**src/cmpirq_map.svh**
```systemverilog
`ifndef CMPIRQ_MAP_SVH
`define CMPIRQ_MAP_SVH

// ----------------------------------------------------------------------------
// Register byte offsets on the bus
// ----------------------------------------------------------------------------
`define CMPIRQ_OFS_STATUS      8'h00
`define CMPIRQ_OFS_CONTROL     8'h04
`define CMPIRQ_OFS_IRQ_STAT    8'h08
`define CMPIRQ_OFS_IRQ_CLEAR   8'h0C
`define CMPIRQ_OFS_IRQ_ENABLE  8'h10

// ----------------------------------------------------------------------------
// Field positions
// ----------------------------------------------------------------------------
`define CMPIRQ_STAT_LEVEL_LSB  0
`define CMPIRQ_STAT_FLAG_LSB   4
`define CMPIRQ_CTRL_ENABLE     0
`define CMPIRQ_CTRL_CHEN_LSB   1
`define CMPIRQ_CTRL_POL_CH0    5
`define CMPIRQ_CTRL_POL_CH1    6
`define CMPIRQ_CTRL_POL_CH23   7

// ----------------------------------------------------------------------------
// Reset values and interrupt routing
// ----------------------------------------------------------------------------
`define CMPIRQ_RST_CONTROL     8'h00
`define CMPIRQ_RST_FLAGS       4'h0
`define CMPIRQ_IRQ_MAP_BIT     2

`endif

```
**src/cmpirq_pkg.sv**
```systemverilog
package cmpirq_pkg;

	// Number of comparator channels.
	localparam int CMPIRQ_CHANNELS = 4;

	// One bit per comparator channel.
	typedef logic [CMPIRQ_CHANNELS-1:0] cmpirq_chan_t;

	// Eight-bit register contents.
	typedef logic [7:0] cmpirq_reg_t;

	// Decoded register selection.
	typedef enum {
		CMPIRQ_SEL_STATUS,
		CMPIRQ_SEL_CONTROL,
		CMPIRQ_SEL_IRQ_STAT,
		CMPIRQ_SEL_IRQ_CLEAR,
		CMPIRQ_SEL_IRQ_ENABLE,
		CMPIRQ_SEL_NONE
	} cmpirq_sel_t;

endpackage

```
**src/cmpirq_chan_sync.sv**
```systemverilog
`timescale 1ns/100ps

module cmpirq_chan_sync
(
	// Clock and reset.
	input  wire logic clock_in,
	input  wire logic rstn_in,
	// Raw comparator output.
	input  wire logic raw_in,
	// Synchronised level and single-cycle edge pulses.
	output logic      level_out,
	output logic      rise_out,
	output logic      fall_out
);

	logic meta_q;
	logic sync_q;
	logic prev_q;

	// Two flip-flops bring the analog result into the clock domain.
	always_ff @(posedge clock_in)
	begin
		if (!rstn_in)
		begin
			meta_q <= 1'b0;
			sync_q <= 1'b0;
			prev_q <= 1'b0;
		end
		else
		begin
			meta_q <= raw_in;
			sync_q <= meta_q;
			prev_q <= sync_q;
		end
	end

	// Edges come from the settled stage only, so each edge pulses once.
	assign level_out = sync_q;
	assign rise_out  = sync_q & ~prev_q;
	assign fall_out  = ~sync_q & prev_q;

endmodule // cmpirq_chan_sync

```
**src/cmpirq_irq_ctrl.sv**
```systemverilog
`timescale 1ns/100ps

module cmpirq_irq_ctrl
(
	// Clock and reset.
	input  wire logic                 clock_in,
	input  wire logic                 rstn_in,
	// Event pulses and software controls.
	input  wire cmpirq_pkg::cmpirq_chan_t event_in,
	input  wire cmpirq_pkg::cmpirq_chan_t clear_in,
	input  wire logic                 enable_we_in,
	input  wire cmpirq_pkg::cmpirq_chan_t enable_data_in,
	// Status, mask and interrupt line.
	output cmpirq_pkg::cmpirq_chan_t  status_out,
	output cmpirq_pkg::cmpirq_chan_t  enable_out,
	output logic                      irq_out
);
	import cmpirq_pkg::*;

	cmpirq_chan_t status_q;
	cmpirq_chan_t status_d;
	cmpirq_chan_t enable_q;
	logic         irq_q;

	// A new event wins over a clear in the same cycle.
	assign status_d = (status_q & ~clear_in) | event_in;

	// Sticky status bits.
	always_ff @(posedge clock_in)
	begin
		if (!rstn_in)
			status_q <= '0;
		else
			status_q <= status_d;
	end

	// Interrupt enable mask.
	always_ff @(posedge clock_in)
	begin
		if (!rstn_in)
			enable_q <= '0;
		else if (enable_we_in)
			enable_q <= enable_data_in;
	end

	// All channels merge into one registered level line.
	always_ff @(posedge clock_in)
	begin
		if (!rstn_in)
			irq_q <= 1'b0;
		else
			irq_q <= |(status_d & enable_q);
	end

	assign status_out = status_q;
	assign enable_out = enable_q;
	assign irq_out    = irq_q;

endmodule // cmpirq_irq_ctrl

```
**src/cmpirq_top.sv**
```systemverilog
`timescale 1ns/100ps
`include "cmpirq_map.svh"

// Summary of operation
// A qualifying channel edge sets its sticky flag, status bits 7..4; reading status clears them.
// Status bits 3..0 return the synchronised comparator levels while control bit 0 is 1, and zero while it is 0.
// Control bit 7 at 1 makes channels 2 and 3 interrupt on rising edges.
// Control bit 7 at 0 makes channels 2 and 3 interrupt on falling edges.
// Control bit 6 picks rising (1) or falling (0) edges for channel 1.
// Control bit 5 picks rising (1) or falling (0) edges for channel 0.
// A channel interrupts only when its enable, control bits 4..1, is set.
// Control bit 0 switches the comparator block on or off.
// Reset clears every control and status bit to zero.
// The combined request goes by default to upper request register bit 2.
// All four channels merge into a single interrupt output line.
// The block draws no current while switched off by its enable bit.
// Software sets edges and enable before enabling channel interrupts.
// Each comparator output is synchronised so each edge gives exactly one event.
module cmpirq_top
#(
	parameter int IRQ_MAP_BIT = `CMPIRQ_IRQ_MAP_BIT
)
(
	// Clock and reset.
	input  wire logic                     clock_in,
	input  wire logic                     rstn_in,
	// Wishbone slave.
	input  wire logic                     wb_cyc_in,
	input  wire logic                     wb_stb_in,
	input  wire logic                     wb_we_in,
	input  wire logic [7:0]               wb_adr_in,
	input  wire logic [3:0]               wb_sel_in,
	input  wire logic [31:0]              wb_dat_in,
	output logic      [31:0]              wb_dat_out,
	output logic                          wb_ack_out,
	// Analog comparator side.
	input  wire cmpirq_pkg::cmpirq_chan_t comparator_levels_in,
	output logic                          comparator_power_out,
	// Interrupt towards the interrupt manager.
	output logic                          irq_out
);
	import cmpirq_pkg::*;

	// ------------------------------------------------------------------------
	// Declarations
	// ------------------------------------------------------------------------
	cmpirq_reg_t  control_q;
	cmpirq_chan_t flags_q;
	cmpirq_chan_t flags_d;
	logic         ack_q;
	logic [31:0]  dat_q;
	logic         power_q;
	cmpirq_chan_t level_s;
	cmpirq_chan_t rise_s;
	cmpirq_chan_t fall_s;
	cmpirq_chan_t polarity;
	cmpirq_chan_t chan_en;
	cmpirq_chan_t events;
	cmpirq_chan_t levels_vis;
	cmpirq_chan_t irq_clear;
	cmpirq_chan_t irq_stat;
	cmpirq_chan_t irq_en;
	logic         irq_line;
	logic         req;
	logic         take;
	logic         wr_take;
	logic         rd_take;
	logic         block_on;
	cmpirq_sel_t  sel;
	cmpirq_reg_t  rd_byte;

	// ------------------------------------------------------------------------
	// Comparator synchronisers
	// ------------------------------------------------------------------------

	// One synchroniser and edge detector per channel.
	for (genvar ch = 0; ch < CMPIRQ_CHANNELS; ch++)
	begin : g_chan
		cmpirq_chan_sync u_sync
		(
			.clock_in  (clock_in),
			.rstn_in   (rstn_in),
			.raw_in    (comparator_levels_in[ch]),
			.level_out (level_s[ch]),
			.rise_out  (rise_s[ch]),
			.fall_out  (fall_s[ch])
		);
	end

	// ------------------------------------------------------------------------
	// Event qualification
	// ------------------------------------------------------------------------

	// Edge polarity per channel; channels 2 and 3 share one selector.
	assign block_on    = control_q[`CMPIRQ_CTRL_ENABLE];
	assign polarity[0] = control_q[`CMPIRQ_CTRL_POL_CH0];
	assign polarity[1] = control_q[`CMPIRQ_CTRL_POL_CH1];
	assign polarity[2] = control_q[`CMPIRQ_CTRL_POL_CH23];
	assign polarity[3] = control_q[`CMPIRQ_CTRL_POL_CH23];
	assign chan_en     = control_q[`CMPIRQ_CTRL_CHEN_LSB +: CMPIRQ_CHANNELS];

	// An event needs the block on, the channel enabled and the chosen edge.
	assign events = {CMPIRQ_CHANNELS{block_on}} & chan_en
		& ((polarity & rise_s) | (~polarity & fall_s));

	// An unpowered comparator has no valid output, so its level reads zero.
	assign levels_vis = level_s & {CMPIRQ_CHANNELS{block_on}};

	// ------------------------------------------------------------------------
	// Bus decode
	// ------------------------------------------------------------------------

	// A request is taken once, in the cycle before the acknowledge.
	assign req     = wb_cyc_in & wb_stb_in;
	assign take    = req & ~ack_q;
	assign wr_take = take & wb_we_in & wb_sel_in[0];
	assign rd_take = take & ~wb_we_in;

	// Address decode to a register selection.
	always_comb
	begin
		unique case (wb_adr_in)
			`CMPIRQ_OFS_STATUS:     sel = CMPIRQ_SEL_STATUS;
			`CMPIRQ_OFS_CONTROL:    sel = CMPIRQ_SEL_CONTROL;
			`CMPIRQ_OFS_IRQ_STAT:   sel = CMPIRQ_SEL_IRQ_STAT;
			`CMPIRQ_OFS_IRQ_CLEAR:  sel = CMPIRQ_SEL_IRQ_CLEAR;
			`CMPIRQ_OFS_IRQ_ENABLE: sel = CMPIRQ_SEL_IRQ_ENABLE;
			default:                sel = CMPIRQ_SEL_NONE;
		endcase
	end

	// Read multiplexer; unmapped and write-only registers read zero.
	always_comb
	begin
		unique case (sel)
			CMPIRQ_SEL_STATUS:     rd_byte = {flags_q, levels_vis};
			CMPIRQ_SEL_CONTROL:    rd_byte = control_q;
			CMPIRQ_SEL_IRQ_STAT:   rd_byte = {4'h0, irq_stat};
			CMPIRQ_SEL_IRQ_ENABLE: rd_byte = {4'h0, irq_en};
			default:               rd_byte = 8'h00;
		endcase
	end

	// ------------------------------------------------------------------------
	// Registers
	// ------------------------------------------------------------------------

	// Control register, written through byte lane 0.
	always_ff @(posedge clock_in)
	begin
		if (!rstn_in)
			control_q <= `CMPIRQ_RST_CONTROL;
		else if (wr_take && sel == CMPIRQ_SEL_CONTROL)
			control_q <= wb_dat_in[7:0];
	end

	// Event flags clear on a status read; a same-cycle event survives.
	assign flags_d = ((rd_take && sel == CMPIRQ_SEL_STATUS) ? `CMPIRQ_RST_FLAGS : flags_q)
		| events;

	// Sticky per-channel event flags.
	always_ff @(posedge clock_in)
	begin
		if (!rstn_in)
			flags_q <= `CMPIRQ_RST_FLAGS;
		else
			flags_q <= flags_d;
	end

	// Single-cycle acknowledge with registered read data.
	always_ff @(posedge clock_in)
	begin
		if (!rstn_in)
		begin
			ack_q <= 1'b0;
			dat_q <= 32'h0000_0000;
		end
		else
		begin
			ack_q <= take;
			dat_q <= rd_take ? {24'h00_0000, rd_byte} : 32'h0000_0000;
		end
	end

	// Analog supply enable; the comparators are unpowered when off.
	always_ff @(posedge clock_in)
	begin
		if (!rstn_in)
			power_q <= 1'b0;
		else
			power_q <= control_q[`CMPIRQ_CTRL_ENABLE];
	end

	// ------------------------------------------------------------------------
	// Interrupt status, clear and enable
	// ------------------------------------------------------------------------

	// Write-only clear register, one-cycle strobe per bit.
	assign irq_clear = (wr_take && sel == CMPIRQ_SEL_IRQ_CLEAR) ? wb_dat_in[3:0] : 4'h0;

	// Sticky interrupt status gated by its mask onto one line.
	cmpirq_irq_ctrl u_irq
	(
		.clock_in       (clock_in),
		.rstn_in        (rstn_in),
		.event_in       (events),
		.clear_in       (irq_clear),
		.enable_we_in   (wr_take && sel == CMPIRQ_SEL_IRQ_ENABLE),
		.enable_data_in (wb_dat_in[3:0]),
		.status_out     (irq_stat),
		.enable_out     (irq_en),
		.irq_out        (irq_line)
	);

	// ------------------------------------------------------------------------
	// Outputs
	// ------------------------------------------------------------------------

	// Line feeds upper request bit MAP_BIT in the interrupt manager; IRQ_MAP_BIT is not used.
	assign irq_out              = irq_line;
	assign wb_ack_out           = ack_q;
	assign wb_dat_out           = dat_q;
	assign comparator_power_out = power_q;
endmodule // cmpirq_top

```
**config.mk**
```make
export PLATFORM = sky130hd
export DESIGN_NAME = cmpirq_top
export DESIGN_NICKNAME = d
export VERILOG_FILES = /design/src/cmpirq_pkg.sv /design/src/cmpirq_chan_sync.sv /design/src/cmpirq_irq_ctrl.sv /design/src/cmpirq_top.sv
export VERILOG_INCLUDE_DIRS = /design/src
export SDC_FILE = /design/constraint.sdc
export NUM_CORES = 1
export LEC_CHECK = 0
export BUFFER_PORTS_ARGS = -buffer_cell sky130_fd_sc_hd__buf_2
export CORE_UTILIZATION = 50
export DETAILED_ROUTE_END_ITERATION = 10
export GPL_ROUTABILITY_DRIVEN = 0
export PLACE_DENSITY = 0.83
export RECOVER_POWER = 25
export SYNTH_ARGS = -nofsm -noshare
export SYNTH_HDL_FRONTEND = slang
export SYNTH_SLANG_ARGS = --single-unit
```
**constraint.sdc**
```tcl
create_clock -name clock_in -period 4 [get_ports clock_in]
set_clock_uncertainty 0.15 [all_clocks]
set_input_delay 0.8 -clock clock_in [delete_from_list [all_inputs] [get_ports clock_in]]
set_output_delay 0.8 -clock clock_in [all_outputs]
set_load 0.05 [all_outputs]
```
==> results.json, run 1 <==
{
  "r2r_setup_slack_ns": 2.19,
  "wl_met2_um": 1790,
  "die_width_um": 64.6,
  "async_reset_ff_share_pct": 0,
  "clk_latency_ns": 0.30,
  "cts_sinks": 43,
  "outcome": "finished, final reports clean",
  "die_area_sq_um": 4180,
  "min_to": "g_chan[3].u_sync.level_out",
  "antenna_found_initial": 0,
  "grt_pass1_vias": 1389,
  "fin_crit_ns": 2.34,
  "worst_pin_slew_ns": 0.619,
  "slowest_stage": "or4_4",
  "grt_pass1_wl_um": 6200,
  "reg2regPathDepth": 4,
  "cts-root-buf": "clkbuf_8",
  "wl_per_cell_um": 13.0,
  "max-slew-margin-rel_pct": 58.7,
  "area_delta_synth_final_pct": 10.1,
  "synthCells": 208,
  "worstSetupPathType": "in2reg",
  "synth_most_common_cell": "dfxtp_1",
  "cts_hold_buf": 0,
  "hold_viol_final": 0,
  "core_sq_um": 3720,
  "grt_remaining_overflow": 0,
  "syn_area_per_cell_sq_um": 9.43,
  "ys_types": 33,
  "synth_edf_count": 0,
  "rows": 22,
  "cts_tree": "done",
  "route.detailed.drc": 0,
  "grt_max_degree": 20,
  "drive_gt1_share_pct": 20.6,
  "yosys.area.top_type": "dfxtp_1",
  "io_pins": 88,
  "power_density_nw_per_um2": 359,
  "diodes": 0,
  "setup-violations-final": 0,
  "ys.flop_type": "dfxtp_1",
  "rsz0062_at_grt": "no",
  "synth-seq-cells": 43,
  "max_stage_delay_ns": 0.58,
  "slew_violations": 0,
  "top_layer_used": "met4",
  "yosys_warnings": 0,
  "critPathRequiredTime_ns": 4.04,
  "crit_path_end_kind": "flip-flop",
  "dp.cells": 285,
  "clkSlewWorstSetupHoldPaths_ns": 0.07,
  "synthTopCellsByCount": "43 x dfxtp_1, 25 x buf_4, 24 x nor2_1",
  "start_util_pct": 52.8,
  "crit_chain": "buf_2 > or4_4 > nor4_2 > a21boi_0 > o21a_1",
  "wl_met1_um": 1630,
  "routed_wirelength_um": 3770,
  "io_buffers": 36,
  "yosys-top-cells-area": "dfxtp_1 44%, buf_4 9.6%, mux2i_1 8.2%, nor2_1 4.6%, and2_1 4.1%",
  "postCtsSetupBuffers": 0,
  "fin_area_sq_um": 2160,
  "hold_start": "g_chan[3].u_sync.meta_q",
  "place_area_sq_um": 2090,
  "yosysSeqAreaShare_pct": 43.9,
  "min_path_cells": 1,
  "p_total_uw": 777,
  "max-vdd-ir-drop_uv": 208,
  "critPathLaunchType": "input pin",
  "die_h_um": 64.6,
  "ant_nets": 0,
  "drtPass1Iterations": 4,
  "critPathMaxFanout": 5,
  "fmax_mhz": 427,
  "dr_total_vias": 1510,
  "synth_top_area_share_pct": 43.9,
  "cts_resized": 0,
  "dp_hpwl_um": 2720,
  "finish.utilization_pct": 58.1,
  "r2r_start": "wb_ack_out",
  "cap_violations": 0,
  "layout.nets": 297,
  "viasPerCell": 5.19,
  "setup_tns_ns": 0,
  "met3_length_um": 273,
  "fin_crit_sh_pct": 58.5,
  "r2r-end": "u_irq.status_out[1]",
  "clock_path_buffers": 2,
  "drt_iter0_drc": 169,
  "htreeDepth": 2,
  "cts_inserted_buffers": 5,
  "leakage_nw": 0.828,
  "arrival_ns": 2.38,
  "syn_area_sq_um": 1960,
  "grt.total_usage_pct": 19.9,
  "hp-class": "reg2reg",
  "stdcell_count": 291
}
[through the flow]
step	hold WS [ns]	setup slack [ns]
floorplan	0.262	1.67
global placement	0.263	1.45
detailed placement	0.267	1.41
CTS	0.284	1.71
global route	0.290	1.56
finish	0.284	1.66
[registers in the layout, summed over array words and instances (netlist names)]
name / cells
wb_dat_out: 8
wb_ack_out: 1
control_q: 8
g_chan.u_sync.meta_q: 4
g_chan.u_sync.prev_q: 4
g_chan.u_sync.level_out: 4
u_irq.enable_out: 4
u_irq.status_out: 4
comparator_power_out: 1
flags_q: 4
u_irq.irq_out: 1
[worst max path at each step]
stage / endpoint / slack (ns) / from
finish: u_irq.status_out[1] / 1.66 / wb_adr_in[1]
global route: u_irq.status_out[2] / 1.56 / wb_adr_in[1]
CTS: u_irq.status_out[2] / 1.71 / wb_adr_in[1]
detailed placement: u_irq.status_out[2] / 1.41 / wb_adr_in[1]
global placement: u_irq.status_out[1] / 1.45 / wb_adr_in[1]
floorplan: control_q[0] / 1.67 / wb_adr_in[1]
[power by group]
part | switching, mW | internal, mW | total [mW] | leakage (nW)
clock | 0.131 | 0.116 | 0.247 | 0.0371
combinational | 0.0741 | 0.0192 | 0.0933 | 0.443
sequential | 0.00275 | 0.433 | 0.436 | 0.348
total | 0.208 | 0.569 | 0.777 | 0.828
[placed cells by master, fill, tap and decap left out, types with 5 or more instances in the layout]
cell	count
dfxtp_1	43
buf_2	35
nor2_1	24
conb_1	24
mux2i_1	16
a21oi_1	15
and2_1	8
nand3b_1	8
nand3_1	7
nand2_1	6
and2_0	5
clkbuf_8	5
[layout make-up]
type / instances / area (sq um)
tap: 48 / 60.1
multi-input combinational: 155 / 970
fill: 349 / 1560
inverter: 1 / 3.75
sequential: 43 / 861
timing repair buffer: 38 / 194
clock buffer: 6 / 72.6
[kinds of logic (layout without fill, tap and decap cells)]
family / Yosys count / count (layout) / synth area share (%)
compound gates: 39 / 39 / 13.3
flops: 43 / 43 / 43.9
buf+inv: 33 / 45 / 11.1
simple gates: 76 / 76 / 23.3
other cells: 1 / 24 / 0.191
mux: 16 / 16 / 8.16
[routing by layer]
metal,GRT usage (%),vias up
met5,0,-
met4,11.9,0
met3,4.23,7
met2,32.4,66
met1,24.1,695
li1,-,742
[critical path: cells and delay by family]
kind,cells,cell delay (ns)
AOI/OAI and AO/OA,2,0.37
and+or+nand+nor,2,1.10
buffers and inverters,1,0.10
Note: power is estimated with default switching activity, not from simulation.
==> inputs of run 2 (changes only) <==
ABC_AREA = 1   (was not set)
CORE_UTILIZATION = 42   (was 50)
PLACE_DENSITY = 0.74   (was 0.83)
clock period = 2 ns   (was 4 ns; I/O delays follow)
==> results.json, run 2 <==
{
  "drive_gt1_share_pct": 21.2,
  "fin_crit_sh_pct": 77.0,
  "crit_path_end_kind": "flip-flop",
  "grt.total_usage_pct": 16.2,
  "io_pins": 88,
  "io_buffers": 36,
  "core_sq_um": 4440,
  "critPathMaxFanout": 22,
  "wl_met2_um": 1750,
  "cts_resized": 0,
  "ys.flop_type": "dfxtp_1",
  "critPathRequiredTime_ns": 2.08,
  "met3_length_um": 265,
  "fmax_mhz": 649,
  "diodes": 0,
  "drt_iter0_drc": 128,
  "worstSetupPathType": "in2reg",
  "rows": 24,
  "area_delta_synth_final_pct": 12.5,
  "layout_commonest_cell": "nand2_1",
  "arrival_ns": 1.62,
  "leakage_nw": 1.07,
  "htreeDepth": 2,
  "min_path_cells": 3,
  "die_width_um": 70.8,
  "cts_hold_buf": 0,
  "setup-violations-final": 0,
  "outcome": "finished, final reports clean",
  "wl_per_cell_um": 10.5,
  "layout.nets": 354,
  "synth_edf_count": 0,
  "setup_tns_ns": 0,
  "syn_area_sq_um": 1990,
  "dp_hpwl_um": 2800,
  "rsz0062_at_grt": "no",
  "cts_tree": "done",
  "async_reset_ff_share_pct": 0,
  "cts_inserted_buffers": 5,
  "cts-root-buf": "clkbuf_8",
  "dp.cells": 346,
  "grt_pass1_vias": 1448,
  "hold_viol_final": 0,
  "wl_met1_um": 1680,
  "route.detailed.drc": 0,
  "clkSlewWorstSetupHoldPaths_ns": 0.08,
  "ant_nets": 0,
  "drtPass1Iterations": 6,
  "max-slew-margin-rel_pct": 40.8,
  "die_h_um": 70.8,
  "power_density_nw_per_um2": 783,
  "stdcell_count": 354,
  "grt_pass1_wl_um": 6290,
  "cap_violations": 0,
  "synthTopCellsByCount": "52 x nand2_1, 43 x dfxtp_1, 37 x inv_1",
  "ys_types": 28,
  "yosys.area.top_type": "dfxtp_1",
  "r2r_start": "wb_ack_out",
  "top_layer_used": "met4",
  "start_util_pct": 44.7,
  "postCtsSetupBuffers": 0,
  "clock_path_buffers": 2,
  "synth_most_common_cell": "nand2_1",
  "die_area_sq_um": 5010,
  "synthCells": 262,
  "syn_area_per_cell_sq_um": 7.59,
  "dr_total_vias": 1620,
  "antenna_found_initial": 0,
  "yosysSeqAreaShare_pct": 43.3,
  "r2r_setup_slack_ns": 0.50,
  "clk_latency_ns": 0.30,
  "cts_sinks": 43,
  "fin_crit_ns": 1.54,
  "final_cell_mix": "52 x nand2_1, 43 x dfxtp_1, 37 x inv_1, 36 x buf_2, 24 x conb_1",
  "yosys-top-cells-area": "dfxtp_1 43%, nand2_1 9.8%, buf_4 9.1%, inv_1 7.0%, a21oi_1 5.5%",
  "routed_wirelength_um": 3710,
  "worst_pin_slew_ns": 0.888,
  "min_to": "g_chan[2].u_sync.meta_q",
  "synth_top_area_share_pct": 43.3,
  "slew_violations": 0,
  "grt_max_degree": 23,
  "critPathLaunchType": "input pin",
  "r2r-end": "u_irq.irq_out",
  "synth-seq-cells": 43,
  "grt_remaining_overflow": 0,
  "hp-class": "in2reg",
  "reg2regPathDepth": 10,
  "hold_start": "comparator_levels_in[2]",
  "yosys_warnings": 0,
  "max-vdd-ir-drop_uv": 428,
  "viasPerCell": 4.58
}
## run 2: changes by cell type in the layout (fill, tap and decap cells not counted), sizes merged, moves of 4 or more
cell,previous run,this run
o21ai,1,25
o21a,4,0
a21boi,4,0
inv,0,39
and2,13,0
nand3,7,13
a21oi,15,24
mux2i,16,0
nand2b,4,0
nand3b,8,2
or3b,4,0
nand2,6,54
## run 2: worst max path at each step
stage / cells past startpoint / end / startpoint
after global routing: 4 / control_q[0] / rstn_in
after CTS: 10 / u_irq.irq_out / wb_ack_out
after global placement: 9 / control_q[7] / wb_adr_in[7]
after detailed placement: 9 / control_q[5] / wb_adr_in[7]
final: 4 / control_q[7] / rstn_in
after floorplan: 10 / u_irq.irq_out / wb_ack_out
## run 2: kinds of logic (layout without fill, tap and decap cells)
logic type | count (synthesis) | count (layout) | synth area share, %
AO/OA/AOI/OAI | 50 | 50 | 13.9
buffers and inverters | 69 | 86 | 18.2
flip-flops | 43 | 43 | 43.3
other | 1 | 24 | 0.189
AND/OR/NAND/NOR | 99 | 99 | 24.4
## run 2: through the flow
| stage | total power, mW | utilization (%) | hold slack, ns | worst slack [ns] | instance area (sq um) |
|---|---|---|---|---|---|
| 2_1_floorplan | 1.07 | - | 0.240 | 0.445 | 2070 |
| 3_3_place_gp | 1.07 | 47.8 | 0.242 | 0.274 | 2120 |
| 3_5_place_dp | 1.08 | 47.8 | 0.249 | 0.250 | 2120 |
| 4_1_cts | 1.77 | 50.4 | 0.117 | 0.505 | 2240 |
| 5_1_grt | 1.82 | 50.3 | 0.116 | 0.265 | 2240 |
| 6_report | 1.75 | 50.3 | 0.126 | 0.460 | 2240 |
## run 2: metal layers
layer | up-vias | global-route usage, %
met1 | 713 | 19.9
met5 | - | 0
met2 | 57 | 26.1
met3 | 2 | 5.56
li1 | 848 | -
met4 | 0 | 7.11
## run 2: critical path: stages
cell and delay [ns]:
buf_2 0.16, clkbuf_1 0.69, o21ai_0 0.22, a21oi_1 0.15
## run 2: area by class of cell
cell class / instances / area (sq um)
multi-input cells: 173 / 852
clock buffers: 6 / 82.6
inverters: 41 / 158
clock inverters: 2 / 35.0
flip-flops and latches: 43 / 861
well taps: 52 / 65.1
fillers: 435 / 2210
repair buffers: 37 / 184
## run 2: power by group
group	total [mW]	internal [mW]	switching, mW
Combinational	0.184	0.0333	0.151
Clock	0.698	0.404	0.294
Sequential	0.871	0.866	0.00495
==> inputs of run 3 (changes only) <==
CORE_UTILIZATION = 47   (was 42)
PLACE_DENSITY = 0.79   (was 0.74)
clock period = 1.5 ns   (was 2 ns; I/O delays follow)
==> results.json, run 3 (synthesis results as in run 2) <==
{
  "cts_tree": "done",
  "clkSlewWorstSetupHoldPaths_ns": 0.07,
  "fmax_mhz": 700,
  "grt.total_usage_pct": 19.8,
  "grt_util_met3_pct": 4.97,
  "hold_viol_final": 0,
  "cts_sinks": 43,
  "drive_gt1_share_pct": 25.1,
  "dp.cells": 352,
  "final_cell_mix": "52 x nand2_1, 42 x dfxtp_1, 37 x inv_1, 36 x buf_2, 24 x conb_1",
  "grt_pass1_wl_um": 6560,
  "max-vdd-ir-drop_uv": 515,
  "wl_per_cell_um": 10.7,
  "grt_remaining_overflow": 0,
  "start_util_pct": 49.3,
  "io_pins": 88,
  "fin_crit_sh_pct": 95.2,
  "layout.nets": 364,
  "arrival_ns": 1.46,
  "fin_area_sq_um": 2310,
  "drt_iter0_drc": 138,
  "antenna_found_initial": 0,
  "slew_violations": 0,
  "cts_hold_buf": 0,
  "place_area_sq_um": 2180,
  "rsz0062_at_grt": "yes",
  "die_width_um": 67.0,
  "power_density_nw_per_um2": 932,
  "route.detailed.drc": 0,
  "area_delta_synth_final_pct": 16.0,
  "critPathRequiredTime_ns": 1.54,
  "nFillCells": 413,
  "dp_hpwl_um": 2970,
  "setup-violations-final": 0,
  "drtPass1Iterations": 4,
  "regArea_sq_um": 862,
  "grt.busiest_layer": "met2",
  "critPathMaxFanout": 6,
  "cap_violations": 0,
  "multi_input_area_sq_um": 873,
  "stdcell_count": 361,
  "worstSetupPathType": "reg2reg",
  "htreeDepth": 2,
  "p_total_mw": 2.15,
  "cts_inserted_buffers": 5,
  "dr_total_vias": 1690,
  "core_sq_um": 4030,
  "rows": 23,
  "viasPerCell": 4.68,
  "routed_wirelength_um": 3860,
  "outcome": "finished, final reports clean",
  "cts-root-buf": "clkbuf_8",
  "diodes": 0,
  "hp-class": "in2reg",
  "clk_latency_ns": 0.30,
  "met1_usage_pct": 23.8,
  "grtUsageMet2_pct": 32.6,
  "grt_pass1_vias": 1531,
  "die_h_um": 67.0,
  "layout_commonest_cell": "nand2_1",
  "leakage_nw": 1.10,
  "fin_crit_ns": 1.43,
  "ant_nets": 0,
  "crit_path_end_kind": "flip-flop",
  "die_area_sq_um": 4490,
  "grt_max_degree": 23,
  "clock_path_buffers": 2,
  "critPathLaunchType": "flip-flop",
  "io_buffers": 36
}
-- run 3: final timing paths --
| path | slack (ns) | start | cells past startpoint | endpoint |
|---|---|---|---|---|
| setup reg to reg | 0.07 | wb_ack_out | 10 | u_irq.irq_out |
| setup / recovery | 0.07 | wb_ack_out | 10 | u_irq.irq_out |
| hold reg to reg | 0.27 | g_chan[2].u_sync.meta_q | 2 | g_chan[2].u_sync.level_out |
| hold / removal | 0.03 | comparator_levels_in[1] | 3 | g_chan[1].u_sync.meta_q |
-- run 3: repair_timing --
item,in CTS,in global routing
endpoints found under the setup margin,0,14
setup buffers,0,2
gates resized for setup,0,6
-- run 3: layout make-up --
| cell class | instances | area share, % |
|---|---|---|
| multi-input cells | 173 | 37.9 |
| flip-flops and latches | 43 | 37.4 |
| repair buffers | 47 | 11.4 |
| inverters | 41 | 6.84 |
| clock buffers | 6 | 3.58 |
| well taps | 50 | 2.71 |
| clock inverters | 1 | 0.217 |
-- run 3: power by group --
| part | total [mW] | switching, mW | internal [mW] |
|---|---|---|---|
| combinational | 0.259 | 0.205 | 0.0537 |
| sequential | 1.16 | 0.00686 | 1.16 |
| clock | 0.728 | 0.367 | 0.361 |
| total | 2.15 | 0.580 | 1.57 |
-- run 3: through the flow --
stage	setup slack (ns)	utilization, %	setup TNS, ns	hold WS (ns)
after floorplan	0.0426	-	0	0.240
after global placement	-0.0970	54.2	-1.16	0.243
after detailed placement	-0.132	54.2	-1.75	0.256
after CTS	0.0353	56.3	0	0.0254
after global routing	-0.0599	57.2	-0.0993	0.0190
final	0.0721	57.2	0	0.0314
-- run 3: worst max-delay path: stages, from the launching register on --
cell and delay [ns]:
dfxtp_2 0.32, inv_1 0.05, nand3_2 0.09, nor2_4 0.21, nand3_1 0.10, nand2_1 0.09, nand2_1 0.05, nand2_1 0.07
nand2_1 0.06, nor2_1 0.08, nor2_1 0.04
-- run 3: per-layer routing --
layer / vias up / share of wire, %
met1: 769 / 44
met4: 0 / 0.93
li1: 863 / -
met5: - / 0
met3: 5 / 6.2
met2: 53 / 49
